<file path="config.mk">
export PLATFORM = sky130hd
export DESIGN_NAME = timer16_compare_capture_regs
export DESIGN_NICKNAME = d
export VERILOG_FILES = /design/src/hw/timer16_pkg.sv /design/src/hw/timer16_compare_capture_regs.sv
export SDC_FILE = /design/constraint.sdc
export NUM_CORES = 1
export LEC_CHECK = 0
export BUFFER_PORTS_ARGS = -buffer_cell sky130_fd_sc_hd__clkbuf_2
export CAP_MARGIN = 20
export CORE_MARGIN = 10
export CORE_UTILIZATION = 28
export DETAILED_ROUTE_END_ITERATION = 16
export PLACE_DENSITY = 0.51
export SLEW_MARGIN = 10
export SYNTH_ARGS = -nofsm -noshare
export SYNTH_HDL_FRONTEND = slang
export SYNTH_SLANG_ARGS = --single-unit
</file>
<file path="constraint.sdc">
create_clock -name CORE_CLK -period 2.8 [get_ports CORE_CLK]
set_clock_uncertainty 0.1 [all_clocks]
set_input_delay 0.14 -clock CORE_CLK [delete_from_list [all_inputs] [get_ports CORE_CLK]]
set_output_delay 0.14 -clock CORE_CLK [all_outputs]
set_load 0.01 [all_outputs]
</file>
<file path="src/hw/timer16_pkg.sv">
// Package for the 16-bit timer register block: addresses, field positions, resets, bus carriers
`default_nettype none
package timer16_pkg;
  // Register addresses on the 8-bit CPU port (device-local, per timer: 1 and 3)
  localparam logic [4:0] ADDR_T1_COUNT_LO = 5'h00;
  localparam logic [4:0] ADDR_T1_COUNT_HI = 5'h01;
  localparam logic [4:0] ADDR_T1_CMPA_LO = 5'h02;
  localparam logic [4:0] ADDR_T1_CMPA_HI = 5'h03;
  localparam logic [4:0] ADDR_T1_CMPB_LO = 5'h04;
  localparam logic [4:0] ADDR_T1_CMPB_HI = 5'h05;
  localparam logic [4:0] ADDR_T1_CAPT_LO = 5'h06;
  localparam logic [4:0] ADDR_T1_CAPT_HI = 5'h07;
  localparam logic [4:0] ADDR_T3_COUNT_LO = 5'h08;
  localparam logic [4:0] ADDR_T3_COUNT_HI = 5'h09;
  localparam logic [4:0] ADDR_T3_CMPA_LO = 5'h0a;
  localparam logic [4:0] ADDR_T3_CMPA_HI = 5'h0b;
  localparam logic [4:0] ADDR_T3_CMPB_LO = 5'h0c;
  localparam logic [4:0] ADDR_T3_CMPB_HI = 5'h0d;
  localparam logic [4:0] ADDR_T3_CAPT_LO = 5'h0e;
  localparam logic [4:0] ADDR_T3_CAPT_HI = 5'h0f;
  localparam logic [4:0] ADDR_TIMER_IRQ_EN = 5'h10;
  localparam logic [4:0] ADDR_TIMER_FLAGS = 5'h11;
  localparam logic [4:0] ADDR_T1_CTRL = 5'h12;
  localparam logic [4:0] ADDR_T3_CTRL = 5'h13;

  // Interrupt enable / flag bit positions
  localparam int BIT_T1_OVF = 7;
  localparam int BIT_T1_CMPA = 6;
  // Control register fields
  localparam int BIT_CAPT_EDGE = 6;
  localparam int BIT_CAPT_TOP = 1;
  localparam int BIT_T1_CAPT_ANALOG = 0;

  localparam logic [15:0] RESET_VALUE16 = 16'h0000;
  localparam logic [7:0] RESET_VALUE8 = 8'h00;
  localparam logic [15:0] COUNT_MAX = 16'hffff;

  typedef struct packed {
    logic rd;
    logic wr;
    logic [4:0] addr;
    logic [7:0] wdata;
  } cpu_req_t;

  typedef struct packed {
    logic [15:0] count;
    logic [15:0] cmp_a;
    logic [15:0] cmp_b;
    logic [15:0] capt;
    logic [7:0] ctrl;
  } timer_regs_t;
endpackage
`default_nettype wire

</file>
<file path="src/hw/timer16_compare_capture_regs.sv">
// Two 16-bit timers: counter, compare, capture and shared high-byte latch behind an 8-bit CPU port
// Behaviour
// - The CPU reads and writes the 16-bit count value through a low-byte and a high-byte location.
// - Both bytes of a count access move together, the upper byte staged in an 8-bit latch.
// - A single high-byte latch serves writes to every 16-bit register of both timers, and count and capture reads.
// - A CPU write to a count value blocks any compare match on that timer's next timer clock.
// - Each 16-bit compare value is checked against the count on every timer clock not blocked by a count write.
// - A compare value write commits both bytes at once through the shared latch.
// - The capture value loads the count on each capture pin event, or for timer 1 the comparator.
// - The capture value may serve as the count's top value when selected.
// - Capture value reads return both bytes consistently through the shared latch.
// - Enable bit 7 gates the timer 1 overflow interrupt with the global flag and overflow flag.
// - Enable bit 6 gates the timer 1 compare-A interrupt with the global flag and compare-A flag.
// - The timer 1 overflow flag clears on vector execution or on a written one.
// - The capture edge select picks falling edge when zero and rising edge when one.
// - While capture is the top value the capture pin is ignored and capture is disabled.
`default_nettype none
module timer16_compare_capture_regs
  import timer16_pkg::*;
(
  // Clock and reset
  input wire logic CORE_CLK,
  input wire logic RST_B,
  // CPU register port
  input wire logic CPU_RD,
  input wire logic CPU_WR,
  input wire logic [4:0] CPU_ADDR,
  input wire logic [7:0] CPU_WDATA,
  output logic [7:0] CPU_RDATA,
  // Timer clock enables, one-cycle pulses
  input wire logic T1_TICK,
  input wire logic T3_TICK,
  // Capture sources
  input wire logic T1_CAPTURE_PIN,
  input wire logic T3_CAPTURE_PIN,
  input wire logic ANALOG_COMPARE_OUT,
  // Interrupt handshake
  input wire logic GLOBAL_IRQ_ENABLE,
  input wire logic T1_OVF_VECTOR_ACK,
  input wire logic T1_CMPA_VECTOR_ACK,
  output logic T1_OVF_IRQ,
  output logic T1_CMPA_IRQ,
  // Compare match strobes toward waveform logic
  output logic [1:0] T1_MATCH,
  output logic [1:0] T3_MATCH
);

  cpu_req_t req;
  timer_regs_t t1, t3, next_t1, next_t3;
  logic [7:0] high_latch, next_high_latch;
  logic [7:0] irq_en, next_irq_en;
  logic [7:0] flags, next_flags;
  logic [1:0] block, next_block;
  logic [1:0] pin_prev, next_pin_prev;
  logic [1:0] t1_match, t3_match, next_t1_match, next_t3_match;
  logic [7:0] rdata, next_rdata;
  logic w1, w3;

  assign req = '{rd: CPU_RD, wr: CPU_WR, addr: CPU_ADDR, wdata: CPU_WDATA};

  // Edge detect on the chosen capture source; inputs are taken as synchronous
  function automatic logic capt_event(input logic prev, input logic now, input logic rising);
    capt_event = rising ? (!prev && now) : (prev && !now);
  endfunction

  function automatic logic [7:0] byte_of(input logic [15:0] v, input logic hi);
    byte_of = hi ? v[15:8] : v[7:0];
  endfunction

  // Per-timer next-state: count, compare writes, capture, suppression
  function automatic timer_regs_t step(input timer_regs_t cur, input cpu_req_t r, input logic [4:0] base,
                                       input logic [7:0] latch, input logic tick, input logic cap_ev,
                                       output logic wrote_count);
    timer_regs_t n;
    n = cur;
    wrote_count = 1'b0;
    if (tick) begin
      // Capture as top: wrap after reaching it, otherwise free run to max
      if (cur.ctrl[BIT_CAPT_TOP] && cur.count == cur.capt) begin
        n.count = RESET_VALUE16;
      end else begin
        n.count = cur.count + 16'h0001;
      end
    end
    if (cap_ev && !cur.ctrl[BIT_CAPT_TOP]) begin
      n.capt = cur.count;
    end
    if (r.wr) begin
      // Low-byte write commits the staged high byte in the same cycle
      if (r.addr == base) begin
        n.count = {latch, r.wdata};
        wrote_count = 1'b1;
      end
      if (r.addr == base + 5'h02) begin
        n.cmp_a = {latch, r.wdata};
      end
      if (r.addr == base + 5'h04) begin
        n.cmp_b = {latch, r.wdata};
      end
      if (r.addr == base + 5'h06) begin
        n.capt = {latch, r.wdata};
      end
    end
    return n;
  endfunction

  // Timer registers, shared high-byte latch and read data
  always_comb begin
    logic ev1, ev3, src1;
    logic [4:0] a;
    ev1 = 1'b0;
    ev3 = 1'b0;
    src1 = 1'b0;
    w1 = 1'b0;
    w3 = 1'b0;
    a = req.addr;
    src1 = t1.ctrl[BIT_T1_CAPT_ANALOG] ? ANALOG_COMPARE_OUT : T1_CAPTURE_PIN;
    ev1 = capt_event(pin_prev[0], src1, t1.ctrl[BIT_CAPT_EDGE]);
    ev3 = capt_event(pin_prev[1], T3_CAPTURE_PIN, t3.ctrl[BIT_CAPT_EDGE]);
    next_pin_prev = {T3_CAPTURE_PIN, src1};
    next_t1 = step(t1, req, ADDR_T1_COUNT_LO, high_latch, T1_TICK, ev1, w1);
    next_t3 = step(t3, req, ADDR_T3_COUNT_LO, high_latch, T3_TICK, ev3, w3);
    next_high_latch = high_latch;
    next_rdata = rdata;
    if (req.wr) begin
      case (a)
        ADDR_T1_COUNT_HI, ADDR_T1_CMPA_HI, ADDR_T1_CMPB_HI, ADDR_T1_CAPT_HI,
        ADDR_T3_COUNT_HI, ADDR_T3_CMPA_HI, ADDR_T3_CMPB_HI, ADDR_T3_CAPT_HI: begin
          next_high_latch = req.wdata;
        end
        ADDR_T1_CTRL: begin
          next_t1.ctrl = req.wdata;
        end
        ADDR_T3_CTRL: begin
          next_t3.ctrl = req.wdata;
        end
        default: begin
        end
      endcase
    end
    if (req.rd) begin
      case (a)
        // Count and capture low reads snapshot the high byte so a later high read matches
        ADDR_T1_COUNT_LO: begin
          next_rdata = byte_of(t1.count, 1'b0);
          next_high_latch = byte_of(t1.count, 1'b1);
        end
        ADDR_T1_CMPA_LO: begin
          next_rdata = byte_of(t1.cmp_a, 1'b0);
        end
        ADDR_T1_CMPB_LO: begin
          next_rdata = byte_of(t1.cmp_b, 1'b0);
        end
        ADDR_T1_CAPT_LO: begin
          next_rdata = byte_of(t1.capt, 1'b0);
          next_high_latch = byte_of(t1.capt, 1'b1);
        end
        ADDR_T3_COUNT_LO: begin
          next_rdata = byte_of(t3.count, 1'b0);
          next_high_latch = byte_of(t3.count, 1'b1);
        end
        ADDR_T3_CMPA_LO: begin
          next_rdata = byte_of(t3.cmp_a, 1'b0);
        end
        ADDR_T3_CMPB_LO: begin
          next_rdata = byte_of(t3.cmp_b, 1'b0);
        end
        ADDR_T3_CAPT_LO: begin
          next_rdata = byte_of(t3.capt, 1'b0);
          next_high_latch = byte_of(t3.capt, 1'b1);
        end
        // Compare values are CPU-owned, so their high byte reads directly
        ADDR_T1_CMPA_HI: begin
          next_rdata = byte_of(t1.cmp_a, 1'b1);
        end
        ADDR_T1_CMPB_HI: begin
          next_rdata = byte_of(t1.cmp_b, 1'b1);
        end
        ADDR_T3_CMPA_HI: begin
          next_rdata = byte_of(t3.cmp_a, 1'b1);
        end
        ADDR_T3_CMPB_HI: begin
          next_rdata = byte_of(t3.cmp_b, 1'b1);
        end
        ADDR_T1_COUNT_HI, ADDR_T1_CAPT_HI, ADDR_T3_COUNT_HI, ADDR_T3_CAPT_HI: begin
          next_rdata = high_latch;
        end
        ADDR_TIMER_IRQ_EN: begin
          next_rdata = irq_en;
        end
        ADDR_TIMER_FLAGS: begin
          next_rdata = flags;
        end
        ADDR_T1_CTRL: begin
          next_rdata = t1.ctrl;
        end
        ADDR_T3_CTRL: begin
          next_rdata = t3.ctrl;
        end
        // Unmapped reads return zero
        default: begin
          next_rdata = RESET_VALUE8;
        end
      endcase
    end
  end

  always_ff @(posedge CORE_CLK or negedge RST_B) begin
    if (!RST_B) begin
      t1 <= '0;
      t3 <= '0;
      high_latch <= RESET_VALUE8;
      pin_prev <= 2'b00;
      rdata <= RESET_VALUE8;
    end else begin
      t1 <= next_t1;
      t3 <= next_t3;
      high_latch <= next_high_latch;
      pin_prev <= next_pin_prev;
      rdata <= next_rdata;
    end
  end

  // Compare units; a count write arms a block for one timer clock
  always_comb begin
    next_t1_match = 2'b00;
    next_t3_match = 2'b00;
    next_block = {block[1] | w3, block[0] | w1};
    if (T1_TICK) begin
      next_block[0] = w1;
      if (!block[0]) begin
        next_t1_match = {t1.count == t1.cmp_b, t1.count == t1.cmp_a};
      end
    end
    if (T3_TICK) begin
      next_block[1] = w3;
      if (!block[1]) begin
        next_t3_match = {t3.count == t3.cmp_b, t3.count == t3.cmp_a};
      end
    end
  end

  // Registered, so the compare flag follows the match pulse by one clock
  always_ff @(posedge CORE_CLK or negedge RST_B) begin
    if (!RST_B) begin
      block <= 2'b00;
      t1_match <= 2'b00;
      t3_match <= 2'b00;
    end else begin
      block <= next_block;
      t1_match <= next_t1_match;
      t3_match <= next_t3_match;
    end
  end

  // Interrupt enables and flags
  always_comb begin
    next_irq_en = irq_en;
    next_flags = flags;
    if (req.wr && req.addr == ADDR_TIMER_IRQ_EN) begin
      next_irq_en = req.wdata;
    end

    // Clears first so a same-cycle set wins
    if (req.wr && req.addr == ADDR_TIMER_FLAGS) begin
      next_flags = flags & ~req.wdata;
    end
    // Vector acks are one pulse each from the core
    if (T1_OVF_VECTOR_ACK) begin
      next_flags[BIT_T1_OVF] = 1'b0;
    end
    if (T1_CMPA_VECTOR_ACK) begin
      next_flags[BIT_T1_CMPA] = 1'b0;
    end
    // No overflow in capture-as-top mode, even when the count runs through max and wraps
    if (T1_TICK && !t1.ctrl[BIT_CAPT_TOP] && t1.count == COUNT_MAX) begin
      next_flags[BIT_T1_OVF] = 1'b1;
    end
    if (t1_match[0]) begin
      next_flags[BIT_T1_CMPA] = 1'b1;
    end
  end

  always_ff @(posedge CORE_CLK or negedge RST_B) begin
    if (!RST_B) begin
      irq_en <= RESET_VALUE8;
      flags <= RESET_VALUE8;
    end else begin
      irq_en <= next_irq_en;
      flags <= next_flags;
    end
  end

  // Interrupt requests are combinational, so a cleared flag drops them at once

  assign CPU_RDATA = rdata;
  assign T1_MATCH = t1_match;
  assign T3_MATCH = t3_match;
  assign T1_OVF_IRQ = GLOBAL_IRQ_ENABLE & irq_en[BIT_T1_OVF] & flags[BIT_T1_OVF];
  assign T1_CMPA_IRQ = GLOBAL_IRQ_ENABLE & irq_en[BIT_T1_CMPA] & flags[BIT_T1_CMPA];

endmodule // timer16_compare_capture_regs
`default_nettype wire

</file>
Word level (Yosys, flattened, before mapping) --
Cells that the tools add are included.
Word-level totals: flip-flop bits (word level) 184, input port bits 25, output and inout bits 14, logic and storage cells 124
Cells by class: $add $sub $neg 2, equality and inequality tests 26, multiplexer cells 39, bitwise logic cells 8, reduce and logical (&&, ||, !) cells 29
Operators with widths (number):
- $mux 16 | 14
- $pmux 8 s17 | 1
- $mux 64 | 2
- $eq 16x16->1 | 6
- $eq 5x4->1 const B | 8
- $add 16x1->16 const B | 2
- $mux 8 | 4
- $pmux 8 s4 | 1
- $eq 5x3->1 const B | 4
- $eq 5x5->1 const B | 4
- $eq 16x16->1 const B | 1
- $mux 1 | 13
- $logic_and 1x1->1 | 12
- $reduce_and 2->1 | 6
- $eq 5x2->1 const B | 2
- $and 8x8->8 | 1
- $mux 2 | 4
- $not 8->8 | 1
- $reduce_or 8->1 | 1
- $logic_not 1->1 | 6
- $reduce_bool 3->1 | 2
- $eq 5x1->1 const B | 1
- $logic_not 5->1 | 1
- $and 1x1->1 | 4
- other kinds (2) | 3

Depth between registers and ports, before layout --
depth after elaboration 8, mapped depth 8, gate-level depth less buffers 6

Least setup slack after synthesis --
Ideal clock, no wire load.
path kind register to register, from register t3[66] (netlist bit), to register t3[68] (netlist bit), library setup time 135 ps, data arrival time 1761 ps, data required time 2565 ps, setup slack 804 ps, stages on the path, launching flop included 8, buffers on the path 2, clock period less this slack 1996 ps, cell sequence dfrtp_1 > buf_2 > xor2_1 > nor4_1 > nand4_1 > nor4_4 > buf_4 > o31ai_1
RTL lines:
- from (decl) | RTL line timer16_compare_capture_regs.sv:49 | timer_regs_t t1, t3, next_t1, next_t3;
- from (signal assigned) | RTL line timer16_compare_capture_regs.sv:217 | t3 <= next_t3;

==> out/metrics.cfg <==
[cts]
clk_latency_ns = 0.45
cts_tree = built
cts_resized = 0
root_buffer = clkbuf_16
clk_pin_slew_ns = 0.08
cts_setup_buffers = 0
cts_hold_buf = 6
cts-buffers-inserted = 17
htree_levels = 4
clk_path_buf_depth = 2
clock_sinks = 184

[min_path]
min_path_cells = 3
hp-class = primary input to flip-flop
hold_end = block[0]
hp-start = T1_TICK

[cells_and_area]
drive_gt1_share_pct = 21.3
antenna_cells = 0
area_delta_synth_final_pct = 13.0
fin_nets = 1030
seq_area_um2 = 4600
multi_input_area_um2 = 5380
fillers = 3723

[setup_path]
max_stage_delay_ns = 0.61
crit_top_cell = nand4_1
cp.arrival_ns = 2.57
critical_path.cell_chain = ha_1 > nand4_1 > nor3_1 > nand4_1 > xor2_1 > o31ai_1
rr_worst_depth = 6
start_kind = flip-flop
worstPathMaxFanout = 9
required_ns = 3.06
cp_slowest_cell = dfrtp_1
worstSetupEndpointType = flip-flop
r2r_slack_ns = 0.49
r2r_start = t1[56]
worstSetupPathType = flip-flop to flip-flop
timing.rr.end = t1[70]

[detailed_routing]
routed-wl-met3_um = 2820
dr.pass1.iters = 5
post-route-drc-count = 0
wl_met1_um = 17200
routed-via-count = 8068
drtIter0Drc = 786
wl_per_cell_um = 25.4
drtAntennaViolNets = 0
routed_via_density = 5.44
top_layer = met4
wl_met2_um = 16800
wirelength_um = 37600

[place]
port_buffers = 38
gp_congestion = 0.946
hpwl_um = 26500

[yosys]
synth_cells = 996
ys_top_cells_by_count = dfrtp_1 (184), nand2_1 (88), xor2_1 (88), mux2_2 (81), clkbuf_1 (65)
synth_ff_type = dfrtp_1
synth_top_cell_by_area = dfrtp_1
yosysMostFrequentCell = dfrtp_1
synthesis.area_um2 = 10400
ys_ff_latch = 184
yosys_warnings = 0
ys_seq_area_share_pct = 44.1
syn_area_per_cell_um2 = 10.5
syn-num-nets = 1023
synth-edff-count = 0
synthTopCellsByArea = dfrtp_1 (44%), mux2_2 (8.7%), xor2_1 (7.4%), mux2i_1 (5.4%), xnor2_1 (3.3%)
synth.distinct_cells = 61
async_reset_ff_share_pct = 100
synth_top_area_share_pct = 44.1

[power_and_ir_drop]
power_density_nw_per_um2 = 831
finalPower_mw = 9.80
p_leak_nw = 5.16
peakVddDrop_uv = 460

[global_route]
overflow = 0
antenna_found_initial = 1
grt_pass1_vias = 7967
grt_pass1_wl_um = 55600
grt_start_max_net_pins = 55
track_usage_pct = 16.8

[timing]
fmax_ghz = 0.433
setup_tns_ns = 0
worst_pin_slew_ns = 0.849
rsz0062_at_grt = false
period_minus_slack_ns = 2.31
relSlewSlack_pct = 43.4
slew_viol_final = 0
finalHoldViolCount = 0
setup_viol = 0
period_share_pct = 82.4

[job]
drv_cap = 0

[floorplanning]
rows = 70
io_pins = 39
core_um2 = 36700
dieHeight_um = 213
dieArea_um2 = 45400
die_w_um = 213
initial_utilization_pct = 28.4

[run_status]
status = complete, no violations

-- per-stage QoR --
stage | instances | hold WS (ns) | cell area, um^2 | setup slack, ns | util (%)
after detailed placement | 1446 | 0.0483 | 11100 | 0.267 | 30.4
after global placement | 1446 | 0.0472 | 11100 | 0.280 | 30.4
after global routing | 1484 | 0.0309 | 11800 | 0.278 | 32.1
after CTS | 1484 | 0.0189 | 11800 | 0.497 | 32.1
final | 1484 | 0.0368 | 11800 | 0.492 | 32.1
after floorplan | 996 | -0.256 | 10400 | 0.804 | -
-- registers in the layout (all words and copies together) (netlist names) --
name	flops
CPU_RDATA	8
T1_MATCH	2
T3_MATCH	2
block	2
flags	8
high_latch	8
irq_en	8
pin_prev	2
t1	72
t3	72
-- report_power, final --
part	leakage (nW)	internal, mW	switching [mW]	total [mW]
Sequential	2.36	3.35	1.36	4.71
Combinational	2.51	1.31	1.30	2.61
Clock	0.282	1.35	1.13	2.48
-- cells by family (layout without fill, tap and decap cells) --
family / count (synthesis) / after routing / share of synthesized area [%]
AOI/OAI and AO/OA: 168 / 168 / 11.5
xor gates and xnor gates: 127 / 127 / 10.7
adders and majority gates: 2 / 2 / 0.240
buffers and inverters: 105 / 125 / 4.39
DFF: 184 / 184 / 44.1
muxes: 147 / 147 / 15.5
and+or+nand+nor: 263 / 263 / 13.5
-- layer usage --
layer	up-vias	track usage [%]
li1	3583	-
met1	4127	23.7
met2	311	25.2
met3	47	3.71
met4	0	4.75
met5	-	0
-- how the worst max path moves through the flow --
stage | endpoint | slack (ns) | start | depth (start not counted)
final | t1[70] | 0.49 | t1[56] | 6
after global routing | t1[70] | 0.28 | t1[57] | 6
after floorplan | t3[68] | 0.80 | t3[66] | 7
after global placement | t3[29] | 0.28 | CPU_ADDR[1] | 5
after detailed placement | t3[31] | 0.27 | CPU_ADDR[1] | 5
after CTS | t1[70] | 0.50 | t1[57] | 6
-- worst max-delay path: cells and delay by family (launching register included) --
family	cells	cell delay (ns)
compound gates	1	0.24
fa+ha+maj	1	0.25
simple gates	3	0.86
flops	1	0.61
xor+xnor	1	0.18
-- cell type report --
cell class | count | share of cell area [%]
multi-input cells | 707 | 45.6
inverters | 5 | 0.159
repair buffers | 88 | 5.21
flip-flops and latches | 184 | 39.1
clock buffers | 20 | 3.79
well taps | 468 | 4.97
clock inverters | 12 | 1.20
-- layout by cell type (no fill, tap or decap), drive strengths merged, types with 11 or more instances in the layout --
cell	synthesis	routed
dfrtp	184	184
o21ai	35	35
buf	35	44
mux2i	56	56
nand2	90	90
o31ai	32	32
a22oi	30	30
nand4	27	27
and3	14	14
xnor2	39	39
clkbuf	65	58
a22o	19	19
nor2	23	23
nand3	19	19
mux2	91	91
nor4	20	20
a21oi	14	14
xor2	88	88
nor2b	14	14
and2	11	11
nor3	23	23
(Power assumes the default switching activity.)
